==> src/core/cfw_consts.vh <==
// constants for the configuration word serial write sequencer
// assumes inclusion by bare name from core design files
`ifndef CFW_CONSTS_VH
`define CFW_CONSTS_VH
// command codes, four bits, shifted lsb first
`define CFW_CMD_EXEC       4'h0
`define CFW_CMD_REGISTER_OUTPUT_COMMAND     4'h1
// instruction opcodes recognised by the sequencer
`define CFW_OP_NOP         24'h000000
`define CFW_OP_GOTO_RST    24'h040200
`define CFW_OP_MOVW10_NVM  24'h883B0A
`define CFW_OP_MOV_W0_PAGE 24'h880190
`define CFW_OP_TABLE_WRITE_LOW_W6   24'hBB1B86
`define CFW_OP_TABLE_WRITE_LOW_W0   24'hBB1B80
`define CFW_OP_BIT_SET_INSTRUCTION_WR     24'hA8E761
`define CFW_OP_MOV_NVM_W2  24'h803B02
`define CFW_OP_MOV_W2_VISI 24'h883C22
// field positions
`define CFW_WR_BIT         15
`define CFW_MOVLIT_TOP     8'h20
// write op code in the nvm control register
`define CFW_NVM_ONE_WORD   16'h4004
// number of configuration words
`define CFW_NUM_WORDS      8
// default values of the configuration words, index order
`define CFW_DEF_BOOT       8'h0F
`define CFW_DEF_GEN        8'h03
`define CFW_DEF_OSCSEL     8'h87
`define CFW_DEF_OSC        8'hFF
`define CFW_DEF_WDT        8'hDF
`define CFW_DEF_POR        8'hFB
`define CFW_DEF_DEBUG      8'hC3
`define CFW_DEF_DSLEEP     8'hFF
// self timed write length
`define CFW_WRITE_NS       2000
`define CFW_CLK_MHZ        50
`define CFW_WRITE_CYC      ((`CFW_WRITE_NS * `CFW_CLK_MHZ) / 1000)
`endif

==> src/core/cfw_sequencer.v <==
// configuration word serial write sequencer, device side
// assumes programmer drives link clock and data, slower than CLK
`timescale 1ns/100ps
`include "cfw_consts.vh"
module cfw_sequencer (
  // clock and reset
  input  wire        CLK,
  input  wire        RST,
  // programming link
  input  wire        PGC,
  input  wire        PGD_IN,
  output reg         PGD_OUT,
  output reg         PGD_OE,
  // configuration word read port
  input  wire [2:0]  CFG_SEL,
  output reg  [7:0]  CFG_WORD,
  // status
  output reg         WRITE_BUSY,
  output reg  [15:0] TABLE_PAGE
);
  localparam WR_CYC = `CFW_WRITE_CYC;
  // one-word program code the start bit is checked against; bit 15 is
  // the start bit itself and is left out of the compare
  localparam [15:0] NVM_REQ = `CFW_NVM_ONE_WORD;
  // top nibble of a move-literal opcode sits in the upper half
  localparam [7:0]  MOVLIT  = `CFW_MOVLIT_TOP;

  reg         pgc_s1, pgc_s2;     // link clock synchroniser
  reg         pgd_s1, pgd_s2;     // link data synchroniser
  wire        exec_valid;         // a decoded instruction word
  wire [23:0] exec_word;          // its value
  wire        sh_out, sh_oe;      // shifter drive
  // only the working registers that the write sequence names exist;
  // moves to any other register are decoded as no-operations
  reg  [15:0] wreg_zero;          // working_reg_zero
  reg  [15:0] wreg_two;           // working_reg_two
  reg  [15:0] wreg_six;           // working_reg_six
  reg  [15:0] write_ptr;          // write_pointer_reg
  reg  [15:0] wreg_ten;           // working_reg_ten
  reg  [15:0] nvm_ctrl;           // nvm_control_register
  reg  [15:0] visi;               // visibility register
  reg  [7:0]  latch;              // single write latch
  reg  [15:0] latch_addr;         // address held with the latch
  // eight words; only the low byte of each word is kept
  reg  [7:0]  fuse [0:7];         // configuration words
  reg  [15:0] wcount;             // self timed write count
  reg  [15:0] pc;                 // internal program counter
  integer     i;

  // default value of a configuration word by index
  function [7:0] def_word;
    input [2:0] idx;
    begin
      case (idx)
        3'h0:    def_word = `CFW_DEF_BOOT;
        3'h1:    def_word = `CFW_DEF_GEN;
        3'h2:    def_word = `CFW_DEF_OSCSEL;
        3'h3:    def_word = `CFW_DEF_OSC;
        3'h4:    def_word = `CFW_DEF_WDT;
        3'h5:    def_word = `CFW_DEF_POR;
        3'h6:    def_word = `CFW_DEF_DEBUG;
        default: def_word = `CFW_DEF_DSLEEP;
      endcase
    end
  endfunction

  // true when word is a move-literal to the given register
  function is_movlit;
    input [23:0] w;
    input [3:0]  rd;
    begin
      // 2kkkkd: opcode nibble on top, destination in the low nibble
      is_movlit = (w[23:20] == MOVLIT[7:4]) && (w[3:0] == rd);
    end
  endfunction

  // the programmer's clock is unrelated to CLK, so both pins come
  // in through two flops before any edge is looked for
  // two flops on each pin; only the second is read
  always @(posedge CLK) begin
    if (RST) begin
      pgc_s1 <= 1'b0;
      pgc_s2 <= 1'b0;
      pgd_s1 <= 1'b0;
      pgd_s2 <= 1'b0;
    end else begin
      pgc_s1 <= PGC;
      pgc_s2 <= pgc_s1;
      pgd_s1 <= PGD_IN;
      pgd_s2 <= pgd_s1;
    end
  end

  // shifter finds link clock edges and frames codes and words; it
  // samples data on the rising edge and changes output after the fall
  cfw_shifter u_shift (
    .clk        (CLK),
    .rst        (RST),
    .pgc        (pgc_s2),
    .pgd_in     (pgd_s2),
    .out_word   (visi),
    .exec_valid (exec_valid),
    .exec_word  (exec_word),
    .pgd_out    (sh_out),
    .pgd_oe     (sh_oe)
  );

  // instruction execution and self timed write
  // only the opcodes that the configuration write sequence uses are
  // decoded; any other word just advances the counter, so extra
  // instructions from the programmer do no harm
  always @(posedge CLK) begin
    if (RST) begin
      // working registers and control start cleared
      wreg_zero  <= 16'h0000;
      wreg_two   <= 16'h0000;
      wreg_six   <= 16'h0000;
      write_ptr  <= 16'h0000;
      wreg_ten   <= 16'h0000;
      nvm_ctrl   <= 16'h0000;
      visi       <= 16'h0000;
      latch      <= 8'hFF;
      latch_addr <= 16'h0000;
      wcount     <= 16'h0000;
      pc         <= 16'h0000;
      TABLE_PAGE <= 16'h0000;
      // words go back to their defaults
      for (i = 0; i < `CFW_NUM_WORDS; i = i + 1)
        fuse[i] <= def_word(i[2:0]);
    end else begin
      // write timer: hardware clears the start bit at the end
      // the array takes the latch only here, so a latch reloaded while
      // a write runs is committed when that running write ends
      if (nvm_ctrl[`CFW_WR_BIT]) begin
        if (wcount == WR_CYC[15:0] - 16'h0001) begin
          // last cycle: commit the word and drop the start bit
          wcount <= 16'h0000;
          nvm_ctrl[`CFW_WR_BIT] <= 1'b0;
          fuse[latch_addr[3:1]] <= latch;
        end else begin
          // still programming
          wcount <= wcount + 16'h0001;
        end
      end
      // a decoded word; it is assigned after the timer, so a start in
      // the timer's last cycle wins over the hardware clear
      if (exec_valid) begin
        // counter moves one instruction per frame
        pc <= pc + 16'h0002;
        // jump back to the top of the sequence
        if (exec_word == `CFW_OP_GOTO_RST)
          pc <= 16'h0200;
        // literal into working_reg_zero, the page source
        else if (is_movlit(exec_word, 4'h0))
          wreg_zero <= exec_word[19:4];
        // literal into working_reg_six, the data holder
        else if (is_movlit(exec_word, 4'h6))
          wreg_six <= exec_word[19:4];
        // literal into the write pointer
        else if (is_movlit(exec_word, 4'h7))
          write_ptr <= exec_word[19:4];
        // literal into working_reg_ten, the control source
        else if (is_movlit(exec_word, 4'hA))
          wreg_ten <= exec_word[19:4];
        // control load is refused while a write runs
        else if (exec_word == `CFW_OP_MOVW10_NVM &&
                 !nvm_ctrl[`CFW_WR_BIT])
          nvm_ctrl <= wreg_ten;
        // page register takes working_reg_zero
        else if (exec_word == `CFW_OP_MOV_W0_PAGE)
          TABLE_PAGE <= wreg_zero;
        // table write: one latch, pointer moves on by one word
        else if (exec_word == `CFW_OP_TABLE_WRITE_LOW_W6 ||
                 exec_word == `CFW_OP_TABLE_WRITE_LOW_W0) begin
          latch      <= (exec_word[3:0] == 4'h6) ? wreg_six[7:0]
                                                 : wreg_zero[7:0];
          latch_addr <= write_ptr;
          write_ptr  <= write_ptr + 16'h0002;
        // start only with the one-word code in the control register
        end else if (exec_word == `CFW_OP_BIT_SET_INSTRUCTION_WR &&
                     nvm_ctrl[14:0] == NVM_REQ[14:0])
          nvm_ctrl[`CFW_WR_BIT] <= 1'b1;
        // control register copied for polling
        else if (exec_word == `CFW_OP_MOV_NVM_W2)
          wreg_two <= nvm_ctrl;
        // working_reg_two shown to the programmer
        else if (exec_word == `CFW_OP_MOV_W2_VISI)
          visi <= wreg_two;
      end
    end
  end

  // registered outputs
  // each output leaves from a flop, so the pins see no decode glitch
  always @(posedge CLK) begin
    if (RST) begin
      PGD_OUT    <= 1'b0;
      PGD_OE     <= 1'b0;
      CFG_WORD   <= 8'h00;
      WRITE_BUSY <= 1'b0;
    end else begin
      // link drive trails the shifter by one cycle
      PGD_OUT    <= sh_out;
      PGD_OE     <= sh_oe;
      CFG_WORD   <= fuse[CFG_SEL];
      WRITE_BUSY <= nvm_ctrl[`CFW_WR_BIT];
    end
  end
endmodule // cfw_sequencer

==> src/core/cfw_shifter.v <==
// serial shifter for the two wire programming port
// assumes link clock and data already synchronised to CLK
`timescale 1ns/100ps
module cfw_shifter (
  // clock and reset
  input  wire        clk,
  input  wire        rst,
  // synchronised link pins
  input  wire        pgc,
  input  wire        pgd_in,
  // word to send on a register output command
  input  wire [15:0] out_word,
  // decoded frames
  output reg         exec_valid,
  output reg  [23:0] exec_word,
  output reg         pgd_out,
  output reg         pgd_oe
);
  localparam S_CMD  = 3'b001; // collecting 4 bit code
  localparam S_DATA = 3'b010; // collecting 24 bit word
  localparam S_OUT  = 3'b100; // driving 16 bits out

  reg  [2:0]  state;       // one-hot state
  reg  [4:0]  count;       // bits seen in this phase
  reg  [23:0] shreg;       // incoming shift register
  reg  [15:0] oreg;        // outgoing shift register
  reg         pgc_d;       // delayed clock for edge find
  wire        rise = pgc & ~pgc_d;
  wire        fall = ~pgc & pgc_d;

  // edge detect, shifting lsb first, code then payload
  always @(posedge clk) begin
    if (rst) begin
      state      <= S_CMD;
      count      <= 5'h00;
      shreg      <= 24'h000000;
      oreg       <= 16'h0000;
      pgc_d      <= 1'b0;
      exec_valid <= 1'b0;
      exec_word  <= 24'h000000;
      pgd_out    <= 1'b0;
      pgd_oe     <= 1'b0;
    end else begin
      pgc_d      <= pgc;
      exec_valid <= 1'b0;
      case (state)
        S_CMD: if (rise) begin
          // lsb first: new bit enters at the top
          shreg <= {pgd_in, shreg[23:1]};
          if (count == 5'h03) begin
            count <= 5'h00;
            if ({pgd_in, shreg[23:21]} == `CFW_CMD_REGISTER_OUTPUT_COMMAND) begin
              state  <= S_OUT;
              oreg   <= out_word;
              pgd_oe <= 1'b1;
            end else begin
              // unknown codes are treated as execute
              state <= S_DATA;
            end
          end else begin
            count <= count + 5'h01;
          end
        end
        S_DATA: if (rise) begin
          shreg <= {pgd_in, shreg[23:1]};
          if (count == 5'h17) begin
            count      <= 5'h00;
            state      <= S_CMD;
            exec_valid <= 1'b1;
            exec_word  <= {pgd_in, shreg[23:1]};
          end else begin
            count <= count + 5'h01;
          end
        end
        S_OUT: begin
          // data changes on the falling edge, read just before the next fall
          if (fall) begin
            pgd_out <= oreg[0];
            oreg    <= {1'b0, oreg[15:1]};
          end
          if (rise) begin
            if (count == 5'h0F) begin
              count <= 5'h00;
              state <= S_CMD;
            end else begin
              count <= count + 5'h01;
            end
          end
          if (state == S_OUT && rise && count == 5'h0F)
            pgd_oe <= 1'b0;
        end
        default: state <= S_CMD;
      endcase
    end
  end
endmodule // cfw_shifter

==> config.mk <==
export PLATFORM = sky130hd
export DESIGN_NAME = cfw_sequencer
export DESIGN_NICKNAME = d
export VERILOG_FILES = /design/src/core/cfw_sequencer.v /design/src/core/cfw_shifter.v
export VERILOG_INCLUDE_DIRS = /design/src /design/src/core
export SDC_FILE = /design/constraint.sdc
export NUM_CORES = 1
export LEC_CHECK = 0
export ABC_CLOCK_PERIOD_IN_PS = 2100
export BUFFER_PORTS_ARGS = -buffer_cell sky130_fd_sc_hd__clkbuf_2
export CAP_MARGIN = 25
export CORE_MARGIN = 1.5
export CORE_UTILIZATION = 56
export CTS_CLUSTER_DIAMETER = 80
export DETAILED_ROUTE_END_ITERATION = 8
export PLACE_DENSITY_LB_ADDON = 0.08
export SYNTH_ARGS = -nofsm -noshare
export SYNTH_HDL_FRONTEND = slang
export SYNTH_SLANG_ARGS = --single-unit
==> constraint.sdc <==
create_clock -name CLK -period 2.1 [get_ports CLK]
set_input_delay 0.21 -clock CLK [delete_from_list [all_inputs] [get_ports CLK]]
set_output_delay 0.21 -clock CLK [all_outputs]
set_load 0.02 [all_outputs]
==> results of run 1 <==
[area by class of cell]
cell class / instances / area (um^2) / share of cell area, %
multi-input cells: 806 / 5424 / 38.18
flip-flops and latches: 288 / 6416 / 45.17
clock buffers: 47 / 1003 / 7.064
repair buffers: 123 / 950.9 / 6.694
clock inverters: 8 / 43.79 / 0.3083
well taps: 275 / 344.1 / 2.422
inverters: 6 / 22.52 / 0.1585
[flip-flops by register name, summed over array words and instances, names as in the netlist, 5 cells and up]
register	count
CFG_WORD	8
TABLE_PAGE	16
wreg_six	8
wreg_zero	16
latch	8
wreg_two	16
u_shift.count	5
nvm_ctrl	16
wcount	16
u_shift.shreg	23
u_shift.exec_word	24
visi	16
wreg_ten	16
fuse	64
u_shift.oreg	16
[worst max-delay path by stage]
stage | from | to | slack (ns) | cells after the start
after global routing | u_shift.exec_word[1]$_SDFFE_PP0P_ | nvm_ctrl[3]$_SDFFE_PP0P_ | 0.007 | 6
after global placement | wcount[4]$_SDFFE_PP0P_ | fuse[5][3]$_SDFFCE_PN1P_ | -0.07 | 5
final | u_shift.exec_word[20]$_SDFFE_PP0P_ | latch_addr[2]$_SDFFE_PP0P_ | 0.06 | 6
after CTS | u_shift.exec_word[2]$_SDFFE_PP0P_ | nvm_ctrl[5]$_SDFFE_PP0P_ | 0.003 | 5
after floorplan | wcount[1]$_SDFFE_PP0P_ | fuse[5][0]$_SDFFCE_PN1P_ | 0.02 | 8
after detailed placement | wcount[4]$_SDFFE_PP0P_ | fuse[5][4]$_SDFFCE_PN1P_ | -0.10 | 5
[synthesized netlist by cell type (all sizes together), types with 4 or more instances]
library cell | count | area share [%]
or4 | 5 | 0.34
inv | 6 | 0.19
clkbuf | 57 | 1.8
or2 | 20 | 1.0
nor4 | 14 | 1.0
a21oi | 83 | 3.5
or3 | 31 | 1.6
buf | 18 | 1.0
xnor2 | 5 | 0.37
dfxtp | 224 | 37
nor4b | 7 | 0.56
nor2 | 148 | 4.7
nand3b | 5 | 0.31
mux2 | 8 | 0.75
nand3 | 21 | 0.92
nand2b | 27 | 1.4
and2 | 17 | 0.89
nand2 | 150 | 4.7
nand4 | 7 | 0.37
xor2 | 5 | 0.37
mux2i | 125 | 10
and4 | 4 | 0.29
a211oi | 16 | 1.0
nor3 | 12 | 0.64
edfxtp | 64 | 16
nor3b | 4 | 0.25
ha | 5 | 0.52
o21ai | 14 | 0.59
nor2b | 18 | 0.94
mux4 | 16 | 3.0
[cell usage in the layout (no fill, tap or decap), types with 7 or more instances in the layout]
master / instances
sky130_fd_sc_hd__a211oi_1: 15
sky130_fd_sc_hd__a21oi_1: 82
sky130_fd_sc_hd__and2_1: 17
sky130_fd_sc_hd__buf_4: 79
sky130_fd_sc_hd__clkbuf_16: 35
sky130_fd_sc_hd__clkbuf_2: 32
sky130_fd_sc_hd__clkbuf_8: 10
sky130_fd_sc_hd__clkinv_2: 7
sky130_fd_sc_hd__dfxtp_1: 216
sky130_fd_sc_hd__dfxtp_2: 8
sky130_fd_sc_hd__edfxtp_1: 64
sky130_fd_sc_hd__mux2_2: 8
sky130_fd_sc_hd__mux2i_1: 125
sky130_fd_sc_hd__mux4_2: 16
sky130_fd_sc_hd__nand2_1: 150
sky130_fd_sc_hd__nand2b_1: 25
sky130_fd_sc_hd__nand3_1: 19
sky130_fd_sc_hd__nand4_1: 7
sky130_fd_sc_hd__nor2_1: 147
sky130_fd_sc_hd__nor2b_1: 18
sky130_fd_sc_hd__nor3_1: 8
sky130_fd_sc_hd__nor4_1: 7
sky130_fd_sc_hd__o21ai_0: 13
sky130_fd_sc_hd__or2_2: 16
sky130_fd_sc_hd__or3_1: 29
[critical path, cell delays in order, from the launching register on]
cell and delay, ns:
sky130_fd_sc_hd__dfxtp_2 0.35, sky130_fd_sc_hd__or4b_4 0.57, sky130_fd_sc_hd__o31a_1 0.36, sky130_fd_sc_hd__o2111ai_2 0.12
sky130_fd_sc_hd__buf_4 0.22, sky130_fd_sc_hd__mux2i_1 0.21, sky130_fd_sc_hd__nor2_1 0.05
[per-layer routing]
layer | wire (um) | global-route usage, % | part of all wire (%)
met5 | 0 | 0 | 0
met4 | 617 | 6.535 | 2.5
met3 | 619 | 2.752 | 2.5
met2 | 12100 | 37.45 | 48
met1 | 11840 | 31.96 | 47
[cell families (layout without fill, tap and decap cells)]
family,Yosys count,count (layout),synth area share [%]
AND/OR/NAND/NOR,504,507,21.21
flip-flops,288,288,53.49
multiplexers,149,149,14.21
AO/OA/AOI/OAI,135,135,6.822
buffers and inverters,81,184,3.019
XOR/XNOR,10,10,0.7313
adder cells (fa/ha/maj),5,5,0.5224
[per-stage QoR]
stage	TNS, ns	instance area (um^2)	total power [W]	utilization, %	instances
CTS	0	14010	0.01149	66.65	1545
global placement	-0.4960	12910	0.006076	61.40	1487
detailed placement	-1.055	12910	0.006079	61.40	1487
global route	0	14200	0.01173	67.57	1553
floorplan	0	12040	0.006005	-	1172
finish	0	14200	0.01138	67.57	1553
[report_power, final]
group	total (W)	internal (W)	leakage, nW	switching [W]
Combinational	0.000258	0.0000908	2.48	0.000167
Sequential	0.00570	0.00569	2.33	0.0000138
Clock	0.00542	0.00327	0.530	0.00215
[repair_timing]
action,4_1_cts,5_1_grt
gates resized for setup,7,29
gates cloned,0,5
setup endpoints to repair,45,77
endpoints found under the hold margin,3,0
pin swaps,2,4
hold buffers,3,0
buffers inserted,0,3
==> reports/results.txt, run 1 <==
The count of input and output buffers was 33; the iteration-0 DRC count of the detailed router was 476. In the synthesized netlist the dominant register cell turns out to be sky130_fd_sc_hd__dfxtp_1. The final weighted congestion in routability-driven placement was 0.8350; the first-pass GRT wire length was 41.12 mm.

VDD sags by at most 779.0 uV. After detailed routing, the number of remaining DRC violations is 0. Measured along the x axis, the die boundary spans 149.2 um.

By startpoint and endpoint, the worst setup path is classified as flip-flop to flip-flop. For the worst setup path, the data arrival time is 2.44 ns. Path depth of the worst reg2reg path: 6.

Once routing completed, OpenROAD measured the worst setup slack at 0.06424 ns. Counting flops and latches in the post-synthesis netlist gives 288. In this run the vertical extent of the chip is 149.2 um. In this run the critical register-to-register path is captured at latch_addr[2]$_SDFFE_PP0P_.

For the placed wire-length estimate after detailed placement, the log shows 16.52 mm. Setup repair after global routing left no endpoint under its margin. Capture endpoint of the worst hold path: CFG_WORD[6]$_SDFF_PP0_. Entering global routing, the biggest net connects 172 pins. After detailed routing, the average wire length per cell comes to 16.21 um. After synthesis, flip-flops and latches occupy 53.49% of the total area.

The initial utilization of the core area, before any placement, comes to 56.97%. Actual transition at the worst max-transition pin: 0.8299 ns. For this run, the post-layout net count is 1267. The tightest min-delay check is of the input port to flip-flop type. The tools report the startpoint class of the critical path as a flip-flop.

The setup clock skew after layout came out at 0.02511 ns. The run gives 30 as the number of clock buffers inserted by TritonCTS. The share of the cycle needed by the critical path after routing was 96.94%; the number of hold violations in the final report was 0. The antenna cell count is 0. The tools report the number of I/O pins as 34.

The tools report the leakage power of the design as 5.342 nW. Yosys printed 0 warnings. Launch point of the worst reg-to-reg path: u_shift.exec_word[20]$_SDFFE_PP0P_. Critical path capture point type: a flip-flop. TritonCTS built the clock tree.

The clock transition time at the flip-flop clock pins of the worst setup and hold paths was 0.07 ns; the number of standard-cell rows in the floorplan was 53. Synthesis produced a netlist with a net count of 1184. Counting the fill cells in the layout gives 1664. In this run the most critical hold path is launched from CFG_SEL[2]. The run gives 0 as the count of endpoints failing setup in the final report. Data on the critical path is required at its endpoint by 2.50 ns. The average instance area after synthesis is 10.22 um^2, and the pre-CTS worst setup slack is -0.1023 ns. The flow ran to the end, and the final reports show no timing, DRC or antenna violations.

For this block, the routed nets add up to 25.18 mm of wire. Measured against its own limit, the worst slew margin works out to 44.68%. Counting every sink on the clock net gives 288. The post-synthesis instance area is 11980 um^2.

The number of antenna violations at the first check in global routing was 0; the share of layout cells above drive strength 1 was 21.05%. Power spread over the standard cell area amounts to 801.2 nW/um^2. The total count of max-transition violations in the final report was 0; the placeable core area was 21020 um^2. The cell count after synthesis came out at 1172.

After layout, the minimum clock period comes to 2.036 ns. Summing over every cut layer, the via total after detailed routing is 8429. In the global route stage, overall resource usage came out at 22.86%. The run gives 0.06 ns as the worst setup slack for register-to-register paths.

Summed over all layers, the global routing overflow is 0. Static timing analysis puts the maximum clock frequency at 491.2 MHz. The instance count along the most critical hold path was 3; the unique cell type count in the Yosys netlist was 68. The top fanout value on the critical path works out to 5. The run gives 1 as the level count of the clock H-tree.

Using the TritonRoute via totals, the vias-per-cell ratio works out to 5.428. The clock reaches the later pin of the worst-skew pair after 0.55 ns. The clock passes through at most 3 buffers. In the synthesized netlist the async set-or-reset flop fraction comes to 0%.

The first TritonRoute pass finished after 5 iterations. Cell chosen for the clock root: sky130_fd_sc_hd__clkbuf_16. The synthesized design contains 64 enable-type register cells. From synthesis to final layout, the design area changed by 18.61%. The hold slack was 0.1567 ns; the number of global-route vias before repair was 7999. The number of max-capacitance violations reported was 0; the count of antenna-violating nets left after detailed routing was 0. The run gives 22270 um^2 as the area enclosed by the die boundary.
Power figures use the tool's default switching activity.
==> inputs of run 2 (changes only) <==
--- a/config.mk
+++ b/config.mk
@@ -14,6 +14,7 @@
 export CTS_CLUSTER_DIAMETER = 80
 export DETAILED_ROUTE_END_ITERATION = 8
 export PLACE_DENSITY_LB_ADDON = 0.08
+export RECOVER_POWER = 50
 export SYNTH_ARGS = -nofsm -noshare
 export SYNTH_HDL_FRONTEND = slang
 export SYNTH_SLANG_ARGS = --single-unit
==> reports/results.txt, run 2 (synthesis results as in run 1) <==
The flow ran to the end, and the final reports show no timing, DRC or antenna violations. The cell chosen for the clock root is sky130_fd_sc_hd__clkbuf_16. During I/O placement, the number of pins put on the boundary was 34. In this run the worst path has a maximum fanout of 8. The capture endpoint of the worst hold path was CFG_WORD[6]$_SDFF_PP0_. The multi-input combinational cells in the finished layout cover a total of 5404 um^2. For the number of buffers between clock root and the deepest sink, the log shows 3. The count of input and output buffers came out at 33.

STA classifies the critical path startpoint as a flip-flop. Largest net degree at the start of global routing: 172. Setup violations remaining at the end of the flow were counted as 0. Counting buffers and inverters, the worst setup path is 6 cells deep. The clock transition time at the flip-flop clock pins of the worst setup and hold paths was 0.06 ns.

The power per unit of standard cell area was 806.2 nW/um^2. The total count of max-transition violations in the final report is 0, and the actual transition at the worst max-transition pin is 0.7909 ns. The maximum operating frequency is 489.4 MHz, and the layout overhead on the synthesized area is 17.76%.

The largest registers in the layout are fuse (64), u_shift.exec_word (24), u_shift.shreg (23). The worst setup slack for register-to-register paths is 0.06 ns. Walking the worst path, the cells encountered are or4b_4, o31ai_4, buf_4, or4_4, mux2i_1, nor2_1. Ranked by flip-flop count, first place goes to fuse. The total routing resource utilization after global routing came out at 22.86%.

The number of clock buffers inserted by TritonCTS is 30, and the flip-flop count of the largest register, all copies and words added is 64. Mean routed wirelength per cell: 16.20 um. The critical path is of the flip-flop to flip-flop type. Setup repair after global routing left no endpoint under its margin. The net switching share of the total power works out to 20.48%. Number of standard-cell rows in the floorplan: 53. Launch point of the worst reg-to-reg path: u_shift.exec_word[20]$_SDFFE_PP0P_. Leaving out fill and tap cells, the most frequent cells in the layout are sky130_fd_sc_hd__dfxtp_1 (216), sky130_fd_sc_hd__nand2_1 (150), sky130_fd_sc_hd__nor2_1 (147). Count of antenna-violating nets left after detailed routing: 0. After routing the design area is 14100 um^2.

The path depth of the worst reg2reg path works out to 6. From left edge to right edge, the die measures 149.2 um. The worst setup path is captured at a flip-flop. At the end of the flow the core is filled with cells to 67.09%.

In this run, flip-flops and latches consume 50.1% of the power. Data on the critical path is required at its endpoint by 2.52 ns. Clock latency on the worst-skew pair, taken at its later pin, is 0.55 ns.

The die covers 22270 um^2. After the last flow step, the layout net total stands at 1267. In this run the critical register-to-register path is captured at nvm_ctrl[7]$_SDFFE_PP0P_. Routability-driven placement finished with a final weighted congestion of 0.8350.

The die extent in y works out to 149.2 um. The number of hold violations in the final report is 0, and the remaining design rule violation count is 0. Subtracting the final worst setup slack from the clock period gives 2.043 ns. Dividing the detail-routed via count by the number of cells gives 5.451. The run gives 0.009041 W as the internal power summed over all cells. Summing internal, switching and leakage power gives 0.01137 W.

In the finished design, the share of the clock period the worst path needs comes to 97.31%. For the number of antenna violations at the first check in global routing, the log shows 0. For the total iterations of the first detailed-routing run, the log shows 5.

For this design, the sink count on the clock tree is 288. The tools report the total grt overflow as 0. STA puts the critical path data arrival time at 2.46 ns. First-pass GRT wire length: 41.12 mm. The worst hold path was traced through 3 stages. Detailed placement ended at an HPWL of 16.52 mm.

The leakage power of the design was 5.206 nW. The tool flagged a number of max-cap violations equal to 0. The library cell used most frequently in the layout, excluding fill and tap cells, is sky130_fd_sc_hd__dfxtp_1.

For the antenna cell count, the log shows 0. For the level count of the clock H-tree, the log shows 1. The tools report the total via count after detailed routing as 8465. In the final layout, flip-flops and latches occupy 6416 um^2. In the final layout, the share of cells above drive strength 1 is 18.08%.

The cell family contributing the most delay on the critical path is simple AND/OR/NAND/NOR gates. For the share of total power in combinational logic, the log shows 2.2%. The slowest stage of the critical path belongs to the cell sky130_fd_sc_hd__or4b_4. Summed over all nets, the switching power comes to 0.002329 W.

The filler cells instantiated in the layout total 1701. The placed instances occupy a cell area of 12910 um^2. The path category of the worst min-delay check was input port to flip-flop. The routed design has 25.15 mm of wire. Launch instance of the worst min-delay path: CFG_SEL[2]. The logs give 518 for the iteration-0 DRC count of the detailed router and 47.27% for the relative max-transition margin. The tools report the setup clock skew after layout as 0.02229 ns. Number of buffer and inverter stages on the critical path: 1.

TritonCTS built the clock tree. The delay contributed by the slowest stage of the critical path was 0.57 ns; the placeable core area was 21020 um^2. The worst-case vdd ir drop came out at 776.9 uV.

Once the floorplan was initialized, standard cells occupied 56.97% of the core. The part of the power in the clock network is 47.7%, and the number of global-route vias before repair is 7999.
==> run 2: changes by cell type in the layout (fill, tap and decap cells not counted), moves of 2 or more <==
cell,before,now
sky130_fd_sc_hd__and2_0,0,5
sky130_fd_sc_hd__and2_1,17,12
sky130_fd_sc_hd__buf_4,79,64
sky130_fd_sc_hd__clkbuf_1,2,36
sky130_fd_sc_hd__clkbuf_2,32,11
sky130_fd_sc_hd__clkbuf_4,1,3
==> run 2: how the worst max path moves through the flow <==
stage | from | end | slack, ns
4_1_cts | u_shift.exec_word[2]$_SDFFE_PP0P_ | nvm_ctrl[5]$_SDFFE_PP0P_ | 0.003
3_5_place_dp | wcount[4]$_SDFFE_PP0P_ | fuse[5][4]$_SDFFCE_PN1P_ | -0.10
3_3_place_gp | wcount[4]$_SDFFE_PP0P_ | fuse[5][3]$_SDFFCE_PN1P_ | -0.07
2_1_floorplan | wcount[1]$_SDFFE_PP0P_ | fuse[5][0]$_SDFFCE_PN1P_ | 0.02
6_report | u_shift.exec_word[20]$_SDFFE_PP0P_ | nvm_ctrl[7]$_SDFFE_PP0P_ | 0.06
5_1_grt | u_shift.exec_word[1]$_SDFFE_PP0P_ | nvm_ctrl[3]$_SDFFE_PP0P_ | 0.007
==> run 2: repair_timing <==
action / CTS / global route
hold buffers: 3 / 0
setup buffers: 0 / 3
setup endpoints to repair: 45 / 77
resized for setup: 7 / 29
hold endpoints to repair: 3 / 0
gates cloned: 0 / 5
pin swaps: 2 / 4
==> run 2: routing by layer <==
metal,share of wire [%],up-vias,GRT usage [%]
met1,47,4012,31.96
li1,-,4301,-
met3,2.6,43,2.752
met5,0,-,0
met4,2.5,0,6.535
met2,48,109,37.45
==> run 2: area by class of cell <==
cell class	count	share of cell area, %
clock buffers	47	7.115
clock inverters	8	0.3105
inverters	6	0.1597
multi-input cells	806	38.32
flip-flops and latches	288	45.49
well taps	275	2.440
repair buffers	123	6.166
==> run 2: power by group through the flow <==
stage / Combinational, W / Clock (W) / Sequential [W]
after CTS: 0.000261 / 0.00553 / 0.00570
after detailed placement: 0.000256 / 0 / 0.00582
after global routing: 0.000276 / 0.00574 / 0.00570
after global placement: 0.000255 / 0 / 0.00582
final: 0.000251 / 0.00542 / 0.00570
after floorplan: 0.000172 / 0 / 0.00583
==> run 2: worst reg2reg max path: stages (launching register included) <==
cell and delay [ns]:
sky130_fd_sc_hd__dfxtp_2 0.36, sky130_fd_sc_hd__or4b_4 0.57, sky130_fd_sc_hd__o31ai_4 0.32, sky130_fd_sc_hd__buf_4 0.18, sky130_fd_sc_hd__or4_4 0.21, sky130_fd_sc_hd__mux2i_1 0.22, sky130_fd_sc_hd__nor2_1 0.05
==> run 2: through the flow <==
| step | worst slack [ns] | instances | TNS (ns) | hold WS, ns |
|---|---|---|---|---|
| CTS | 0.002969 | 1545 | 0 | 0.1406 |
| global route | 0.007183 | 1553 | 0 | 0.1597 |
| finish | 0.05656 | 1553 | 0 | 0.1554 |
| global placement | -0.06592 | 1487 | -0.4960 | 0.4215 |
| detailed placement | -0.1023 | 1487 | -1.055 | 0.4242 |
| floorplan | 0.02192 | 1172 | 0 | 0.3382 |
